$ cat src/include/lsp_pkg.sv
// lsp_pkg: constants, states and carrier types for the low-speed pin block.
// assumes: a single 25 MHz clock (mclk) drives every user of this package.
package lsp_pkg;

    // ------------------------------------------------------------------
    // clock and timing
    // ------------------------------------------------------------------
    localparam int unsigned CLK_PERIOD_NS = 40;
    // least low time on the reset pin that starts a full reset
    localparam int unsigned RESET_MIN_US = 2;
    localparam int unsigned RESET_MIN_CYCLES =
        (RESET_MIN_US * 1000 + CLK_PERIOD_NS - 1) / CLK_PERIOD_NS;
    // longest management init time after power-on, hot plug or reset release
    localparam int unsigned INIT_MAX_MS = 2000;
    localparam int unsigned INIT_MAX_CYCLES = (INIT_MAX_MS * 1000) / CLK_PERIOD_NS * 1000;

    // ------------------------------------------------------------------
    // field layout and reset values
    // ------------------------------------------------------------------
    localparam int unsigned PIN_W       = 5;
    localparam int unsigned PIN_SEL     = 0;
    localparam int unsigned PIN_RST     = 1;
    localparam int unsigned PIN_LPM     = 2;
    localparam int unsigned PIN_SCL     = 3;
    localparam int unsigned PIN_SDA     = 4;
    // all pins have pull-ups: idle level is high (deselected, not in reset)
    localparam logic [PIN_W-1:0] PIN_IDLE = 5'h1F;
    // flag bit that carries the reset-completion event
    localparam int unsigned FLAG_DONE   = 0;
    localparam int unsigned FLAG_W_DEF  = 4;

    // ------------------------------------------------------------------
    // states
    // ------------------------------------------------------------------
    typedef enum logic [1:0] {
        LSP_INIT,
        LSP_READY,
        LSP_HOLD
    } lsp_state_t;

    // ------------------------------------------------------------------
    // carriers
    // ------------------------------------------------------------------
    // two-wire bus as seen by the internal management slave
    typedef struct packed {
        logic selected;
        logic scl;
        logic sda;
    } lsp_mgmt_bus_t;

    // state reported to the management slave's status bytes
    typedef struct packed {
        logic data_not_ready;
        logic settings_reset;
        logic low_power;
    } lsp_status_t;

endpackage

$ cat src/rtl/lsp_pins.sv
// lsp_pins: low-speed control and status pin logic of a pluggable module end.
// assumes: pins arrive with pull-ups already resolved by the pads; an internal
// two-wire slave sits behind mgmt_bus and reports flag clears as pulses.
//
// Function
// - answer bus only while select is low
// - ignore all bus traffic while select high
// - long reset low restores all default settings
// - init interval starts at reset rising edge
// - completion shown by interrupt, not-ready cleared
// - post completion interrupt after power-up unprompted
// - low-power pin high enters reduced power
// - presence pin low while module inserted
// - interrupt low marks fault or critical status
// - interrupt pin only pulls low or floats
// - release interrupt promptly after clear-on-read
// - init completes within two thousand milliseconds
`timescale 1ns/1ps
`default_nettype none

module lsp_pins #(
    parameter int unsigned FLAG_W      = lsp_pkg::FLAG_W_DEF,
    parameter int unsigned RESET_MIN   = lsp_pkg::RESET_MIN_CYCLES,
    parameter int unsigned INIT_CYCLES = lsp_pkg::INIT_MAX_CYCLES
) (
    input  wire logic                  mclk,
    input  wire logic                  resetn,
    input  wire logic                  module_select_pin_n,
    input  wire logic                  module_reset_n,
    input  wire logic                  low_power_request,
    input  wire logic                  scl,
    input  wire logic                  sda_in,
    output logic                       sda_out,
    output logic                       sda_oe,
    output logic                       module_present_n,
    output logic                       interrupt_n_out,
    output logic                       interrupt_n_oe,
    input  wire logic                  slave_sda_oe,
    input  wire logic [FLAG_W-1:0]     flag_event,
    input  wire logic [FLAG_W-1:0]     flag_clear,
    output lsp_pkg::lsp_mgmt_bus_t     mgmt_bus,
    output lsp_pkg::lsp_status_t       status,
    output logic      [FLAG_W-1:0]     flags
);

    localparam int unsigned RST_CW  = $clog2(RESET_MIN + 1);
    localparam int unsigned INIT_CW = $clog2(INIT_CYCLES + 1);
    localparam logic [RST_CW-1:0]  RST_LAST  = RST_CW'(RESET_MIN);
    localparam logic [INIT_CW-1:0] INIT_LAST = INIT_CW'(INIT_CYCLES - 1);

    // ------------------------------------------------------------------
    // pin synchronisers
    // ------------------------------------------------------------------
    logic [lsp_pkg::PIN_W-1:0] pins_sync;
    logic                      module_select_n;
    logic                      reset_pin_n;
    logic                      lpm_pin;

    // pads are asynchronous to mclk; idle value high means a floating select
    // reads as deselected until a real low has been sampled twice
    lsp_sync #(
        .WIDTH    (lsp_pkg::PIN_W),
        .IDLE     (lsp_pkg::PIN_IDLE)
    ) u_sync (
        .mclk     (mclk),
        .resetn   (resetn),
        .async_in ({sda_in, scl, low_power_request, module_reset_n, module_select_pin_n}),
        .sync_out (pins_sync)
    );

    assign module_select_n = pins_sync[lsp_pkg::PIN_SEL];
    assign reset_pin_n     = pins_sync[lsp_pkg::PIN_RST];
    assign lpm_pin         = pins_sync[lsp_pkg::PIN_LPM];

    // ------------------------------------------------------------------
    // module-select gating of the two-wire bus
    // ------------------------------------------------------------------
    // deselected: slave sees an idle bus (both lines high), so it never
    // decodes a start and cannot answer; the pad never pulls sda either
    always_ff @(posedge mclk) begin
        if (!resetn) begin
            mgmt_bus.selected <= 1'b0;
            mgmt_bus.scl      <= 1'b1;
            mgmt_bus.sda      <= 1'b1;
        end else begin
            mgmt_bus.selected <= !module_select_n;
            mgmt_bus.scl      <= module_select_n | pins_sync[lsp_pkg::PIN_SCL];
            mgmt_bus.sda      <= module_select_n | pins_sync[lsp_pkg::PIN_SDA];
        end
    end

    // sda is open-drain: output level is always low, only the enable moves
    always_ff @(posedge mclk) begin
        if (!resetn) begin
            sda_out <= 1'b0;
            sda_oe  <= 1'b0;
        end else begin
            sda_out <= 1'b0;
            sda_oe  <= slave_sda_oe & !module_select_n;
        end
    end

    // ------------------------------------------------------------------
    // reset pin: low-time qualification
    // ------------------------------------------------------------------
    logic [RST_CW-1:0] rst_low_count;
    logic              rst_qualified;

    // saturating count of cycles the pin has been low; glitches shorter
    // than the minimum pulse never reach the hold state
    always_ff @(posedge mclk) begin
        if (!resetn) begin
            rst_low_count <= '0;
        end else if (reset_pin_n) begin
            rst_low_count <= '0;
        end else if (rst_low_count != RST_LAST) begin
            rst_low_count <= rst_low_count + RST_CW'(1);
        end
    end

    assign rst_qualified = !reset_pin_n && (rst_low_count == RST_LAST);

    // ------------------------------------------------------------------
    // reset / init sequencer
    // ------------------------------------------------------------------
    lsp_pkg::lsp_state_t state;
    logic [INIT_CW-1:0]  init_count;
    logic                init_done;

    assign init_done = (state == lsp_pkg::LSP_INIT) && (init_count == INIT_LAST);

    // power-up lands in init, so completion is posted with no host pulse
    always_ff @(posedge mclk) begin
        if (!resetn) begin
            state <= lsp_pkg::LSP_INIT;
        end else begin
            case (state)
                lsp_pkg::LSP_INIT: begin
                    if (rst_qualified) begin
                        state <= lsp_pkg::LSP_HOLD;
                    end else if (init_done) begin
                        state <= lsp_pkg::LSP_READY;
                    end
                end
                lsp_pkg::LSP_READY: begin
                    if (rst_qualified) begin
                        state <= lsp_pkg::LSP_HOLD;
                    end
                end
                lsp_pkg::LSP_HOLD: begin
                    if (reset_pin_n) begin
                        state <= lsp_pkg::LSP_INIT;
                    end
                end
                default: begin
                    state <= lsp_pkg::LSP_INIT;
                end
            endcase
        end
    end

    // init timer runs only in init and restarts on every entry
    always_ff @(posedge mclk) begin
        if (!resetn) begin
            init_count <= '0;
        end else if (state != lsp_pkg::LSP_INIT) begin
            init_count <= '0;
        end else if (!init_done) begin
            init_count <= init_count + INIT_CW'(1);
        end
    end

    // ------------------------------------------------------------------
    // status outputs
    // ------------------------------------------------------------------
    // settings_reset tells the management slave to reload defaults; it is
    // held for the whole qualified low time plus the first release cycle
    always_ff @(posedge mclk) begin
        if (!resetn) begin
            status.data_not_ready <= 1'b1;
            status.settings_reset <= 1'b1;
            status.low_power      <= 1'b1;
        end else begin
            status.data_not_ready <= !(init_done || state == lsp_pkg::LSP_READY) || rst_qualified;
            status.settings_reset <= rst_qualified || (state == lsp_pkg::LSP_HOLD);
            status.low_power      <= lpm_pin;
        end
    end

    // ------------------------------------------------------------------
    // interrupt flags
    // ------------------------------------------------------------------
    logic [FLAG_W-1:0] flag_set;

    // completion flag rises in the same cycle data_not_ready falls
    always_comb begin
        flag_set = flag_event;
        flag_set[lsp_pkg::FLAG_DONE] = flag_event[lsp_pkg::FLAG_DONE] | init_done;
    end

    // sticky flags, cleared on read; a set in the clear cycle wins, so an
    // event never slips between the host's read and the clear pulse
    always_ff @(posedge mclk) begin
        if (!resetn) begin
            flags <= '0;
        end else if (rst_qualified || state == lsp_pkg::LSP_HOLD) begin
            flags <= '0;
        end else begin
            flags <= flag_set | (flags & ~flag_clear);
        end
    end

    // ------------------------------------------------------------------
    // interrupt and presence pins
    // ------------------------------------------------------------------
    // open collector: level fixed low, enable pulls; release one cycle after
    // the last clear, far inside the 500 us deassert limit
    always_ff @(posedge mclk) begin
        if (!resetn) begin
            interrupt_n_out <= 1'b0;
            interrupt_n_oe  <= 1'b0;
        end else begin
            interrupt_n_out <= 1'b0;
            // follow the flag wipe of a full reset so the pin never lags the flags
            interrupt_n_oe  <= !(rst_qualified || state == lsp_pkg::LSP_HOLD)
                               && (|(flag_set | (flags & ~flag_clear)));
        end
    end

    // presence is a hard ground inside the module; host pull-up covers absence
    always_ff @(posedge mclk) begin
        if (!resetn) begin
            module_present_n <= 1'b0;
        end else begin
            module_present_n <= 1'b0;
        end
    end

endmodule

`default_nettype wire

$ cat src/rtl/lsp_sync.sv
// lsp_sync: two-flop synchroniser for a group of asynchronous pins.
// assumes: inputs may change at any time; output is only read after stage two.
`timescale 1ns/1ps
`default_nettype none

module lsp_sync #(
    parameter int unsigned          WIDTH = 1,
    parameter logic [WIDTH-1:0]     IDLE  = '0
) (
    input  wire logic               mclk,
    input  wire logic               resetn,
    input  wire logic [WIDTH-1:0]   async_in,
    output logic      [WIDTH-1:0]   sync_out
);

    logic [WIDTH-1:0] meta;

    // ------------------------------------------------------------------
    // two stages, bit by bit
    // ------------------------------------------------------------------
    genvar i;
    generate
        for (i = 0; i < WIDTH; i++) begin : g_bit
            // first stage feeds only the second one
            always_ff @(posedge mclk) begin
                if (!resetn) begin
                    meta[i]     <= IDLE[i];
                    sync_out[i] <= IDLE[i];
                end else begin
                    meta[i]     <= async_in[i];
                    sync_out[i] <= meta[i];
                end
            end
        end
    endgenerate

endmodule

`default_nettype wire

$ cat config.mk
export PLATFORM = sky130hd
export DESIGN_NAME = lsp_pins
export DESIGN_NICKNAME = d
export VERILOG_FILES = /design/src/include/lsp_pkg.sv /design/src/rtl/lsp_pins.sv /design/src/rtl/lsp_sync.sv
export SDC_FILE = /design/constraint.sdc
export NUM_CORES = 1
export LEC_CHECK = 0
export ABC_AREA = 1
export BUFFER_PORTS_ARGS = -buffer_cell sky130_fd_sc_hd__buf_2
export CAP_MARGIN = 10
export CORE_ASPECT_RATIO = 1.2
export CORE_UTILIZATION = 40
export CTS_CLUSTER_SIZE = 28
export DETAILED_ROUTE_END_ITERATION = 10
export PLACE_DENSITY_LB_ADDON = 0.1
export SKIP_LAST_GASP = 1
export SLEW_MARGIN = 20
export SYNTH_ARGS = -nofsm -noshare
export SYNTH_HDL_FRONTEND = slang
export SYNTH_HIERARCHICAL = 1
export SYNTH_SLANG_ARGS = --single-unit
$ cat constraint.sdc
create_clock -name mclk -period 4.2 [get_ports mclk]
set_input_delay 0.63 -clock mclk [delete_from_list [all_inputs] [get_ports mclk]]
set_output_delay 0.63 -clock mclk [all_outputs]
set_load 0.02 [all_outputs]
==> results of run 1 <==
==> layout make-up <==
cell class	instances	area share
Multi-Input combinational cell	258	0.429
Sequential cell	56	0.383
Inverter	58	0.0745
Timing Repair Buffer	27	0.0462
Tap cell	82	0.0351
Clock buffer	5	0.0235
Clock inverter	3	0.00813
==> cells in the final DEF, fill, tap and decap left out, drive strengths merged <==
cell and n:
nand3 26, xnor2 4, dfxtp 56, clkinvlp 2, inv 57, xor2 4, clkbuf 5, clkinv 2
ha 3, nand2 102, conb 3, a21oi 31, o21ai 9, buf 27, and3 1, a221oi 1
or2 2, nand4 5, nor3b 2, nor2 62, nand3b 3
==> worst paths after layout <==
kind                            cells after the start            endpoint      startpoint  slack, ps
worst min-delay path                                2  u_sync/sync_out[0]  u_sync/meta[0]        410
worst max register to register                      8       init_count[7]   init_count[0]       2570
worst max-delay path                                8       init_count[7]   init_count[0]       2570
worst min register to register                      2  u_sync/sync_out[0]  u_sync/meta[0]        410
==> power by group through the flow <==
stage               sequential (mW)  clock (mW)  combinational [mW]
detailed placement            0.561           0              0.0485
CTS                           0.549       0.314              0.0487
finish                        0.548       0.304              0.0476
floorplan                     0.566           0              0.0284
global route                  0.550       0.335              0.0541
global placement              0.560           0              0.0481
==> kinds of logic after synthesis <==
group	after synthesis
AO/OA/AOI/OAI	41
XOR/XNOR	8
adder cells (fa/ha/maj)	3
buffers and inverters	63
flip-flops	56
other	1
AND/OR/NAND/NOR	203
==> cell usage after synthesis (all sizes together) <==
master / count / area [µm²]
xor2: 4 / 35.0
nor2: 62 / 302
ha: 3 / 37.5
a221oi: 1 / 8.76
or2: 2 / 12.5
and3: 1 / 6.26
dfxtp: 56 / 1120
conb: 1 / 3.75
o21ai: 9 / 45.0
nand2: 102 / 393
inv: 57 / 214
clkinv: 1 / 3.75
nor3b: 2 / 15.0
nand3: 26 / 145
nand3b: 3 / 22.5
xnor2: 4 / 35.0
a21oi: 31 / 155
buf: 5 / 37.5
nand4: 5 / 31.3
==> layer usage <==
layer	part of all wire	global-route usage	vias to the layer above
li1	-	-	1210
met4	0.037	0.0994	0
met1	0.44	0.198	993
met3	0.032	0.0333	15
met2	0.49	0.298	43
met5	0	0	-
==> stage by stage <==
stage / total power, mW / worst slack (ps) / util / hold slack, ps
after global routing: 0.939 / 2420 / 0.474 / 432
after CTS: 0.912 / 2540 / 0.474 / 413
after floorplan: 0.594 / 2820 / - / 380
final: 0.900 / 2570 / 0.474 / 411
after global placement: 0.609 / 2340 / 0.459 / 380
after detailed placement: 0.609 / 2320 / 0.459 / 386
==> worst register-to-register path: stages (launching register included) <==
cell	delay [ps]
dfxtp_1	390
ha_1	320
inv_2	110
nor2_8	190
nand3_2	80
nor2_2	130
nand3_2	160
nand3_1	130
inv_1	40
==> sequential cells by signal, indices dropped and copies added (netlist names) <==
name and cells:
flags 4, init_count 26, interrupt_n_oe 1, mgmt_bus 3, rst_low_count 6, sda_oe 1, state 2, status 3
u_sync/meta 5, u_sync/sync_out 5
==> metrics.md, run 1 <==
| Metric | Value |
|---|---|
| Total wire length | 5490 µm |
| Compound-Gate Fraction of Synth Area | 0.0796 |
| Drc violations | 0 |
| Pwr Density | 308 nW/µm² |
| Fin crit share | 0.388 |
| Cells after Synth | 375 |
| Critical path arrival | 1850 ps |
| Pint | 678 µW |
| CTS max path bufs | 2 |
| Vias in the first global route | 2,108 |
| Adder-Cell Fraction of Synth Area | 0.0143 |
| Multi-input logic area | 1250 µm² |
| Seq/Total Area, Yosys | 0.427 |
| Clk root buf | clkbuf_8 |
| Vias per inst | 4.62 |
| CTS tree | built |
| P&R area growth vs syn | 11.4% |
| Nature of the critical path endpoint | flip-flop |
| XOR/XNOR Fraction of Synth Area | 0.0267 |
| Main combinational cell family by area after synthesis | simple AND/OR/NAND/NOR gates |
| Share of power burned in registers | 0.609 |
| Buf/Inv on CP | 2 |
| Final non-filler cell area | 2920 µm² |
| Mux share of post-synthesis cell area | 0 |
| Syn. warnings | 6 |
| Fin nets | 425 |
| Clock Sinks | 56 |
| Status | complete, no violations |
| Placeable Area | 6170 µm² |
| WL/cell | 11.2 µm |
| Number of buffers created by CTS | 5 |
| Port-buffer cells | 27 |
| Ports | 31 |
| Crit Path Max Fanout | 8 |
| Fmax | 613 MHz |
| Startpoint Class | flip-flop |
| Pins over their slew limit | 0 |
| Yosys cell types | 28 |
| Sw frac | 0.247 |
| Die Width | 75.9 µm |
| Final hold violation count | 0 |
| # hold bufs at CTS | 0 |
| Fin crit period | 1630 ps |
| Largest net degree at the start of global routing | 19 |
| Post-CTS Resized | 0 |
| Routability Congestion | 0.825 |
| Drt pass-1 iters | 5 |
| P_sw | 222 µW |
| Reg area | 1120 µm² |
| Initial antenna violation count | 0 |
| Clock network power share | 0.338 |
| Worst EP required | 4420 ps |
| Share of layout cells above drive strength 1 | 0.133 |
| Via Count | 2,261 |
| H-tree Lvls | 2 |
| Logic pwr share | 0.053 |
| Clk slew on worst S/H paths | 100 ps |
| Die height | 90.7 µm |
| Finish-stage setup viols | 0 |
| Seq cells post-synth | 56 |
| Clk_lat worst skew | 310 ps |
| Fill count | 647 |
| Crit-path cells | ha_1 > inv_2 > nor2_8 > nand3_2 > nor2_2 > nand3_2 > nand3_1 > inv_1 |
| Post-synthesis simple-gate area fraction | 0.353 |
| ANT nets after route | 0 |
| CP peak stage delay | 390 ps |
| Crit-path most repeated cell | nand3_2 |
| Final cell count without fillers | 489 |
| Placed cells | 481 |
| CP top delay family | simple AND/OR/NAND/NOR gates |
| Worst-Margin Slew | 539 ps |
| Row cnt | 31 |
| Synthesized area per cell | 7.00 µm² |
| IR Drop Worst-Case VDD | 0.168 mV |
| Global-route wire length before repair | 9450 µm |
| LEAKAGE | 1.16 nW |
| Crit path kind | reg -> reg |
| Starting DRC count in detailed routing | 102 |
| Clk_skew | 6.14 ps |
| Ant. Diodes | 0 |
| Hold Crit Class | reg -> reg |
| Slew headroom | 0.639 |
| Die ar. | 6890 µm² |
| Placed cell area | 2830 µm² |
| Setup TNS | 0 ps |
| Initial core utilization | 0.425 |
| Detailed Place HPWL | 4180 µm |
| Cell area after synthesis | 2620 µm² |
| Critical Path Slowest Stage Cell | dfxtp_1 |
| GRT Total Usage | 0.173 |
| RSZ-0062 raised after global routing | no |
| GR Overflow Total | 0 |
| Max_cap viols | 0 |
| Post-CTS Setup Bufs | 0 |
(Power assumes the default switching activity.)
==> run 2, diff against run 1 <==
--- a/config.mk
+++ b/config.mk
@@ -5,7 +5,7 @@
 export SDC_FILE = /design/constraint.sdc
 export NUM_CORES = 1
 export LEC_CHECK = 0
-export ABC_AREA = 1
+export ABC_AREA = 0
 export BUFFER_PORTS_ARGS = -buffer_cell sky130_fd_sc_hd__buf_2
 export CAP_MARGIN = 10
 export CORE_ASPECT_RATIO = 1.2
==> constraint.sdc (replaced) <==
create_clock -name mclk -period 1.4 [get_ports mclk]
set_input_delay 0.21 -clock mclk [delete_from_list [all_inputs] [get_ports mclk]]
set_output_delay 0.21 -clock mclk [all_outputs]
set_load 0.02 [all_outputs]
==> metrics.md, run 2 <==
| Metric | Value |
|---|---|
| Detailed Place HPWL | 3220 µm |
| ANT nets after route | 0 |
| Row cnt | 29 |
| Worst EP required | 1590 ps |
| Routability Congestion | 0.774 |
| Fin util | 0.570 |
| Drt pass-1 iters | 4 |
| P&R area growth vs syn | 34.8% |
| CP top delay family | simple AND/OR/NAND/NOR gates |
| Startpoint Class | flip-flop |
| Ant. Diodes | 0 |
| Global-route wire length before repair | 7680 µm |
| Synth Flop Type | dfxtp_1 |
| Vias in the first global route | 1,700 |
| Number of buffers created by CTS | 5 |
| Synth top area share | 0.491 |
| CP peak stage delay | 490 ps |
| Number of flops mapped to enable cells by yosys | 0 |
| Die ar. | 6020 µm² |
| Fill count | 508 |
| Largest area contributor in the netlist | dfxtp_1 |
| Synth top cells by count | 56 x dfxtp_1, 36 x nor2_1, 17 x xor2_1 |
| Clk_lat worst skew | 310 ps |
| Synth area leaders | dfxtp_1 49%, xor2_1 6.5%, nor2_1 5.9%, nand2b_1 3.8%, nand4_1 3.3% |
| Hold Crit Class | in -> reg |
| Failing checks | negative setup slack |
| Fmax | 615 MHz |
| Seq/Total Area, Yosys | 0.491 |
| Pwr Density | 947 nW/µm² |
| Count leader, synth | dfxtp_1 |
| Ys async rst share | 0 |
| Critical path arrival | 1820 ps |
| CTS tree | built |
| Nature of the critical path endpoint | flip-flop |
| Fin crit period | 1630 ps |
| GR Overflow Total | 0 |
| Crit Path Max Fanout | 4 |
| Port-buffer cells | 27 |
| GRT Total Usage | 0.161 |
| Met3 WL | 86 µm |
| Clk slew on worst S/H paths | 110 ps |
| RSZ-0062 raised after global routing | yes |
| Fin nets | 331 |
| Drc violations | 0 |
| Placeable Area | 5410 µm² |
| Starting DRC count in detailed routing | 98 |
| Total wire length | 4500 µm |
| H-tree Lvls | 2 |
| Clock Sinks | 56 |
| Status | complete, but fails checks |
| Crit-path cells | nand2_2 > or4_4 > nor4_4 > buf_4 > mux2i_1 > nor2_1 |
| LEAKAGE | 1.34 nW |
| Final non-filler cell area | 3080 µm² |
| Yosys cell types | 44 |
| Synthesized area per cell | 9.68 µm² |
| Ports | 31 |
| Most frequent cells in the layout | 44 x dfxtp_1, 41 x buf_4, 35 x nor2_1 |
| Die Width | 71.0 µm |
| Setup WS post-layout | -226 ps |
| Initial core utilization | 0.423 |
| Via Count | 1,828 |
| Share of layout cells above drive strength 1 | 0.396 |
| Final cell count without fillers | 375 |
| Pins over their slew limit | 0 |
| Overall Power | 2.92 mW |
| WL met2 | 2210 µm |
| Finish-stage setup viols | 24 |
| WL/cell | 12.0 µm |
| IR Drop Worst-Case VDD | 0.676 mV |
| Syn. warnings | 6 |
| Buf/Inv on CP | 1 |
| Clk_skew | 11.3 ps |
| Critical Path Slowest Stage Cell | or4_4 |
| Die height | 84.8 µm |
| Seq cells post-synth | 56 |
| Routed met1 length | 2150 µm |
| Largest net degree at the start of global routing | 25 |
| Hold slack | 74.6 ps |
| Clk root buf | clkbuf_8 |
| Setup TNS | -2850 ps |
| Largest Register | init_count |
| Top flop regs | init_count: 26 flops, rst_low_count: 6 flops |
| Pre-CTS setup slack | -222 ps |
| Cell area after synthesis | 2280 µm² |
| Placed cell area | 2830 µm² |
| DR top layer | met4 |
| Initial antenna violation count | 0 |
| Placed cells | 361 |
| Cells after Synth | 236 |
| Max_cap viols | 0 |
| Vias per inst | 4.87 |
| Most common cell after layout, fill and taps aside | dfxtp_1 |
| Crit path kind | reg -> reg |
| Max reg flops | 26 |
| CTS max path bufs | 2 |
| Final hold violation count | 0 |
| Fin crit share | 1.16 |
run 2: cell count changes in the layout (fill, tap and decap cells not counted), sizes merged, moves of 17 or more:
| cell | delta |
|---|---|
| a21oi | -23 |
| nand3 | -17 |
| nor2 | -26 |
| inv | -47 |
| nand2 | -90 |
| buf | +48 |
run 2: per-layer routing:
metal	GRT usage	vias to the layer above
met4	0.0491	0
met3	0.0324	5
met5	0	-
met1	0.206	856
met2	0.272	18
li1	-	949
run 2: layout make-up:
| cell class | instances | area (µm²) | area share |
|---|---|---|---|
| flip-flops and latches | 56 | 1140 | 0.370 |
| clock inverters | 3 | 50.0 | 0.0162 |
| inverters | 8 | 30.0 | 0.00975 |
| repair buffers | 75 | 522 | 0.169 |
| multi-input cells | 166 | 1190 | 0.387 |
| clock buffers | 5 | 68.8 | 0.0223 |
| well taps | 62 | 77.6 | 0.0252 |
run 2: where the power goes:
group | switching (mW) | internal (mW) | leakage, nW
registers | 0.0170 | 1.63 | 0.462
clock network | 0.559 | 0.553 | 0.0607
logic | 0.0876 | 0.0754 | 0.817
total | 0.664 | 2.25 | 1.34
run 2: cell families after synthesis:
family	Yosys count	synth area share
multiplexers	2	0.00931
other	1	0.00164
adder cells (fa/ha/maj)	3	0.0164
AND/OR/NAND/NOR	115	0.302
buffers and inverters	16	0.0345
AO/OA/AOI/OAI	20	0.0570
flip-flops	56	0.491
XOR/XNOR	23	0.0882
run 2: worst reg2reg max path: cells and delay by family (launching register included):
family,cells,cell delay [ps]
mux,1,180
flops,1,360
simple gates,4,800
buf+inv,1,180
run 2: final timing paths:
check	from	endpoint	slack, ps	cells after the start
worst min register to register	u_sync/meta[0]	u_sync/sync_out[0]	420	1
worst max-delay path	init_count[21]	init_count[1]	-230	6
worst min-delay path	sda_in	u_sync/meta[4]	70	2
worst max register to register	init_count[21]	init_count[1]	-230	6
run 2: timing repair:
item,4_1_cts,5_1_grt
gates cloned,0,0
resized for setup,9,12
hold buffers,0,0
pin swaps,13,16
setup buffers,5,3
setup endpoints to repair,27,33
==> run 3, diff against run 2 <==
--- a/config.mk
+++ b/config.mk
@@ -6,12 +6,14 @@
 export NUM_CORES = 1
 export LEC_CHECK = 0
 export ABC_AREA = 0
+export ABC_CLOCK_PERIOD_IN_PS = 2100
 export BUFFER_PORTS_ARGS = -buffer_cell sky130_fd_sc_hd__buf_2
 export CAP_MARGIN = 10
 export CORE_ASPECT_RATIO = 1.2
 export CORE_UTILIZATION = 40
 export CTS_CLUSTER_SIZE = 28
 export DETAILED_ROUTE_END_ITERATION = 10
+export GPL_ROUTABILITY_DRIVEN = 0
 export PLACE_DENSITY_LB_ADDON = 0.1
 export SKIP_LAST_GASP = 1
 export SLEW_MARGIN = 20
==> constraint.sdc (replaced) <==
create_clock -name mclk -period 2.1 [get_ports mclk]
set_input_delay 0.315 -clock mclk [delete_from_list [all_inputs] [get_ports mclk]]
set_output_delay 0.315 -clock mclk [all_outputs]
set_load 0.02 [all_outputs]
==> metrics.md, run 3 (same netlist as run 2, synthesis figures left out) <==
| Metric | Value |
|---|---|
| P&R area growth vs syn | 14.2% |
| Global-route wire length before repair | 6560 µm |
| Pre-CTS setup slack | 184 ps |
| Fin nets | 288 |
| Setup TNS | 0 ps |
| Vias per inst | 4.87 |
| Fin crit share | 0.904 |
| Max_cap viols | 0 |
| Crit Path Max Fanout | 7 |
| LEAKAGE | 1.05 nW |
| Slew headroom | 0.620 |
| Most frequent cells in the layout | 56 x dfxtp_1, 36 x nor2_1, 27 x buf_2 |
| CTS max path bufs | 2 |
| Die height | 84.8 µm |
| Setup WS post-layout | 202 ps |
| Number of buffers created by CTS | 5 |
| Overall Power | 1.89 mW |
| Final hold violation count | 0 |
| Worst-Margin Slew | 566 ps |
| Clk root buf | clkbuf_8 |
| Fmax | 527 MHz |
| Most common cell after layout, fill and taps aside | dfxtp_1 |
| Drc violations | 0 |
| WL/cell | 11.4 µm |
| Finish-stage setup viols | 0 |
| Clock Sinks | 56 |
| Worst EP required | 2330 ps |
| Critical path arrival | 2130 ps |
| Detailed Place HPWL | 2760 µm |
| Die Width | 71.0 µm |
| Initial antenna violation count | 0 |
| Clk_skew | 14.1 ps |
| Placeable Area | 5410 µm² |
| Vias in the first global route | 1,477 |
| Largest Register | init_count |
| P_sw | 406 µW |
| # hold bufs at CTS | 0 |
| Hold Crit Class | in -> reg |
| Initial core utilization | 0.423 |
| RSZ-0062 raised after global routing | no |
| Die ar. | 6020 µm² |
| Crit path kind | reg -> reg |
| Ant. Diodes | 0 |
| H-tree Lvls | 2 |
| Port-buffer cells | 27 |
| Pins over their slew limit | 0 |
| Pwr Density | 724 nW/µm² |
| Clock network power share | 0.374 |
| Nature of the critical path endpoint | flip-flop |
| Clk slew on worst S/H paths | 100 ps |
| Status | complete, no violations |
| CTS tree | built |
| ANT nets after route | 0 |
| Row cnt | 29 |
| GRT Total Usage | 0.137 |
| Share of layout cells above drive strength 1 | 0.211 |
| Pint | 1.48 mW |
| Share of power burned in registers | 0.580 |
| IR Drop Worst-Case VDD | 0.333 mV |
| Top flop regs | init_count: 26 flops, rst_low_count: 6 flops |
| Via Count | 1,618 |
| Post-CTS Setup Bufs | 0 |
| Logic pwr share | 0.046 |
| Total wire length | 3780 µm |
| Max reg flops | 26 |
| Ports | 31 |
| Sw frac | 0.215 |
| Starting DRC count in detailed routing | 86 |
| Clk_lat worst skew | 310 ps |
| GR Overflow Total | 0 |
| Startpoint Class | flip-flop |
| Fin crit period | 1900 ps |
| Largest net degree at the start of global routing | 25 |
| Post-CTS Resized | 0 |
| Drt pass-1 iters | 4 |
==> run 3: cell types whose count changed in the layout (fill, tap and decap cells not counted), sizes merged <==
cell / previous run / this run
buf: 75 / 32
clkinv: 0 / 1
inv: 10 / 9
==> run 3: through the flow <==
step / cell area (µm²) / hold WS (ps) / utilization / std cells
finish: 2610 / 182 / 0.483 / 332
global route: 2610 / 163 / 0.483 / 332
CTS: 2610 / 169 / 0.483 / 332
detailed placement: 2490 / 391 / 0.461 / 324
global placement: 2490 / 388 / 0.461 / 324
floorplan: 2290 / 386 / - / 238
==> run 3: cell type report <==
class	count	area (µm²)
fill	528	2800
timing repair buffer	32	173
clock inverter	3	46.3
multi-input combinational	166	1090
sequential	56	1120
tap	62	77.6
clock buffer	5	68.8
inverter	8	30.0
==> run 3: routing by layer <==
metal	up-vias	routed length, µm	part of all wire	GRT usage
li1	861	-	-	-
met3	4	89	0.024	0.0324
met1	737	1750	0.46	0.169
met5	-	0	0	0
met2	16	1890	0.50	0.229
met4	0	50	0.013	0.0545
==> run 3: worst paths after layout <==
| check | endpoint | startpoint | slack [ps] | cells past startpoint |
|---|---|---|---|---|
| hold / removal | u_sync/meta[4] | sda_in | 180 | 2 |
| setup reg to reg | init_count[18] | init_count[0] | 200 | 6 |
| hold reg to reg | mgmt_bus[0] | u_sync/sync_out[4] | 410 | 1 |
| setup / recovery | init_count[18] | init_count[0] | 200 | 6 |
==> run 3: power by group through the flow <==
stage	combinational, mW	clock [mW]	sequential (mW)
2_1_floorplan	0.0468	0	1.13
3_3_place_gp	0.0881	0	1.12
3_5_place_dp	0.0889	0	1.12
4_1_cts	0.0893	0.743	1.10
5_1_grt	0.0976	0.777	1.10
6_report	0.0867	0.707	1.09
==> run 3: worst max-delay path, cell delays in order (launching register included) <==
cell,delay (ps)
dfxtp_1,390
ha_1,230
nand4_2,230
nor4_4,430
nand2_2,80
or3_1,310
a21oi_1,140
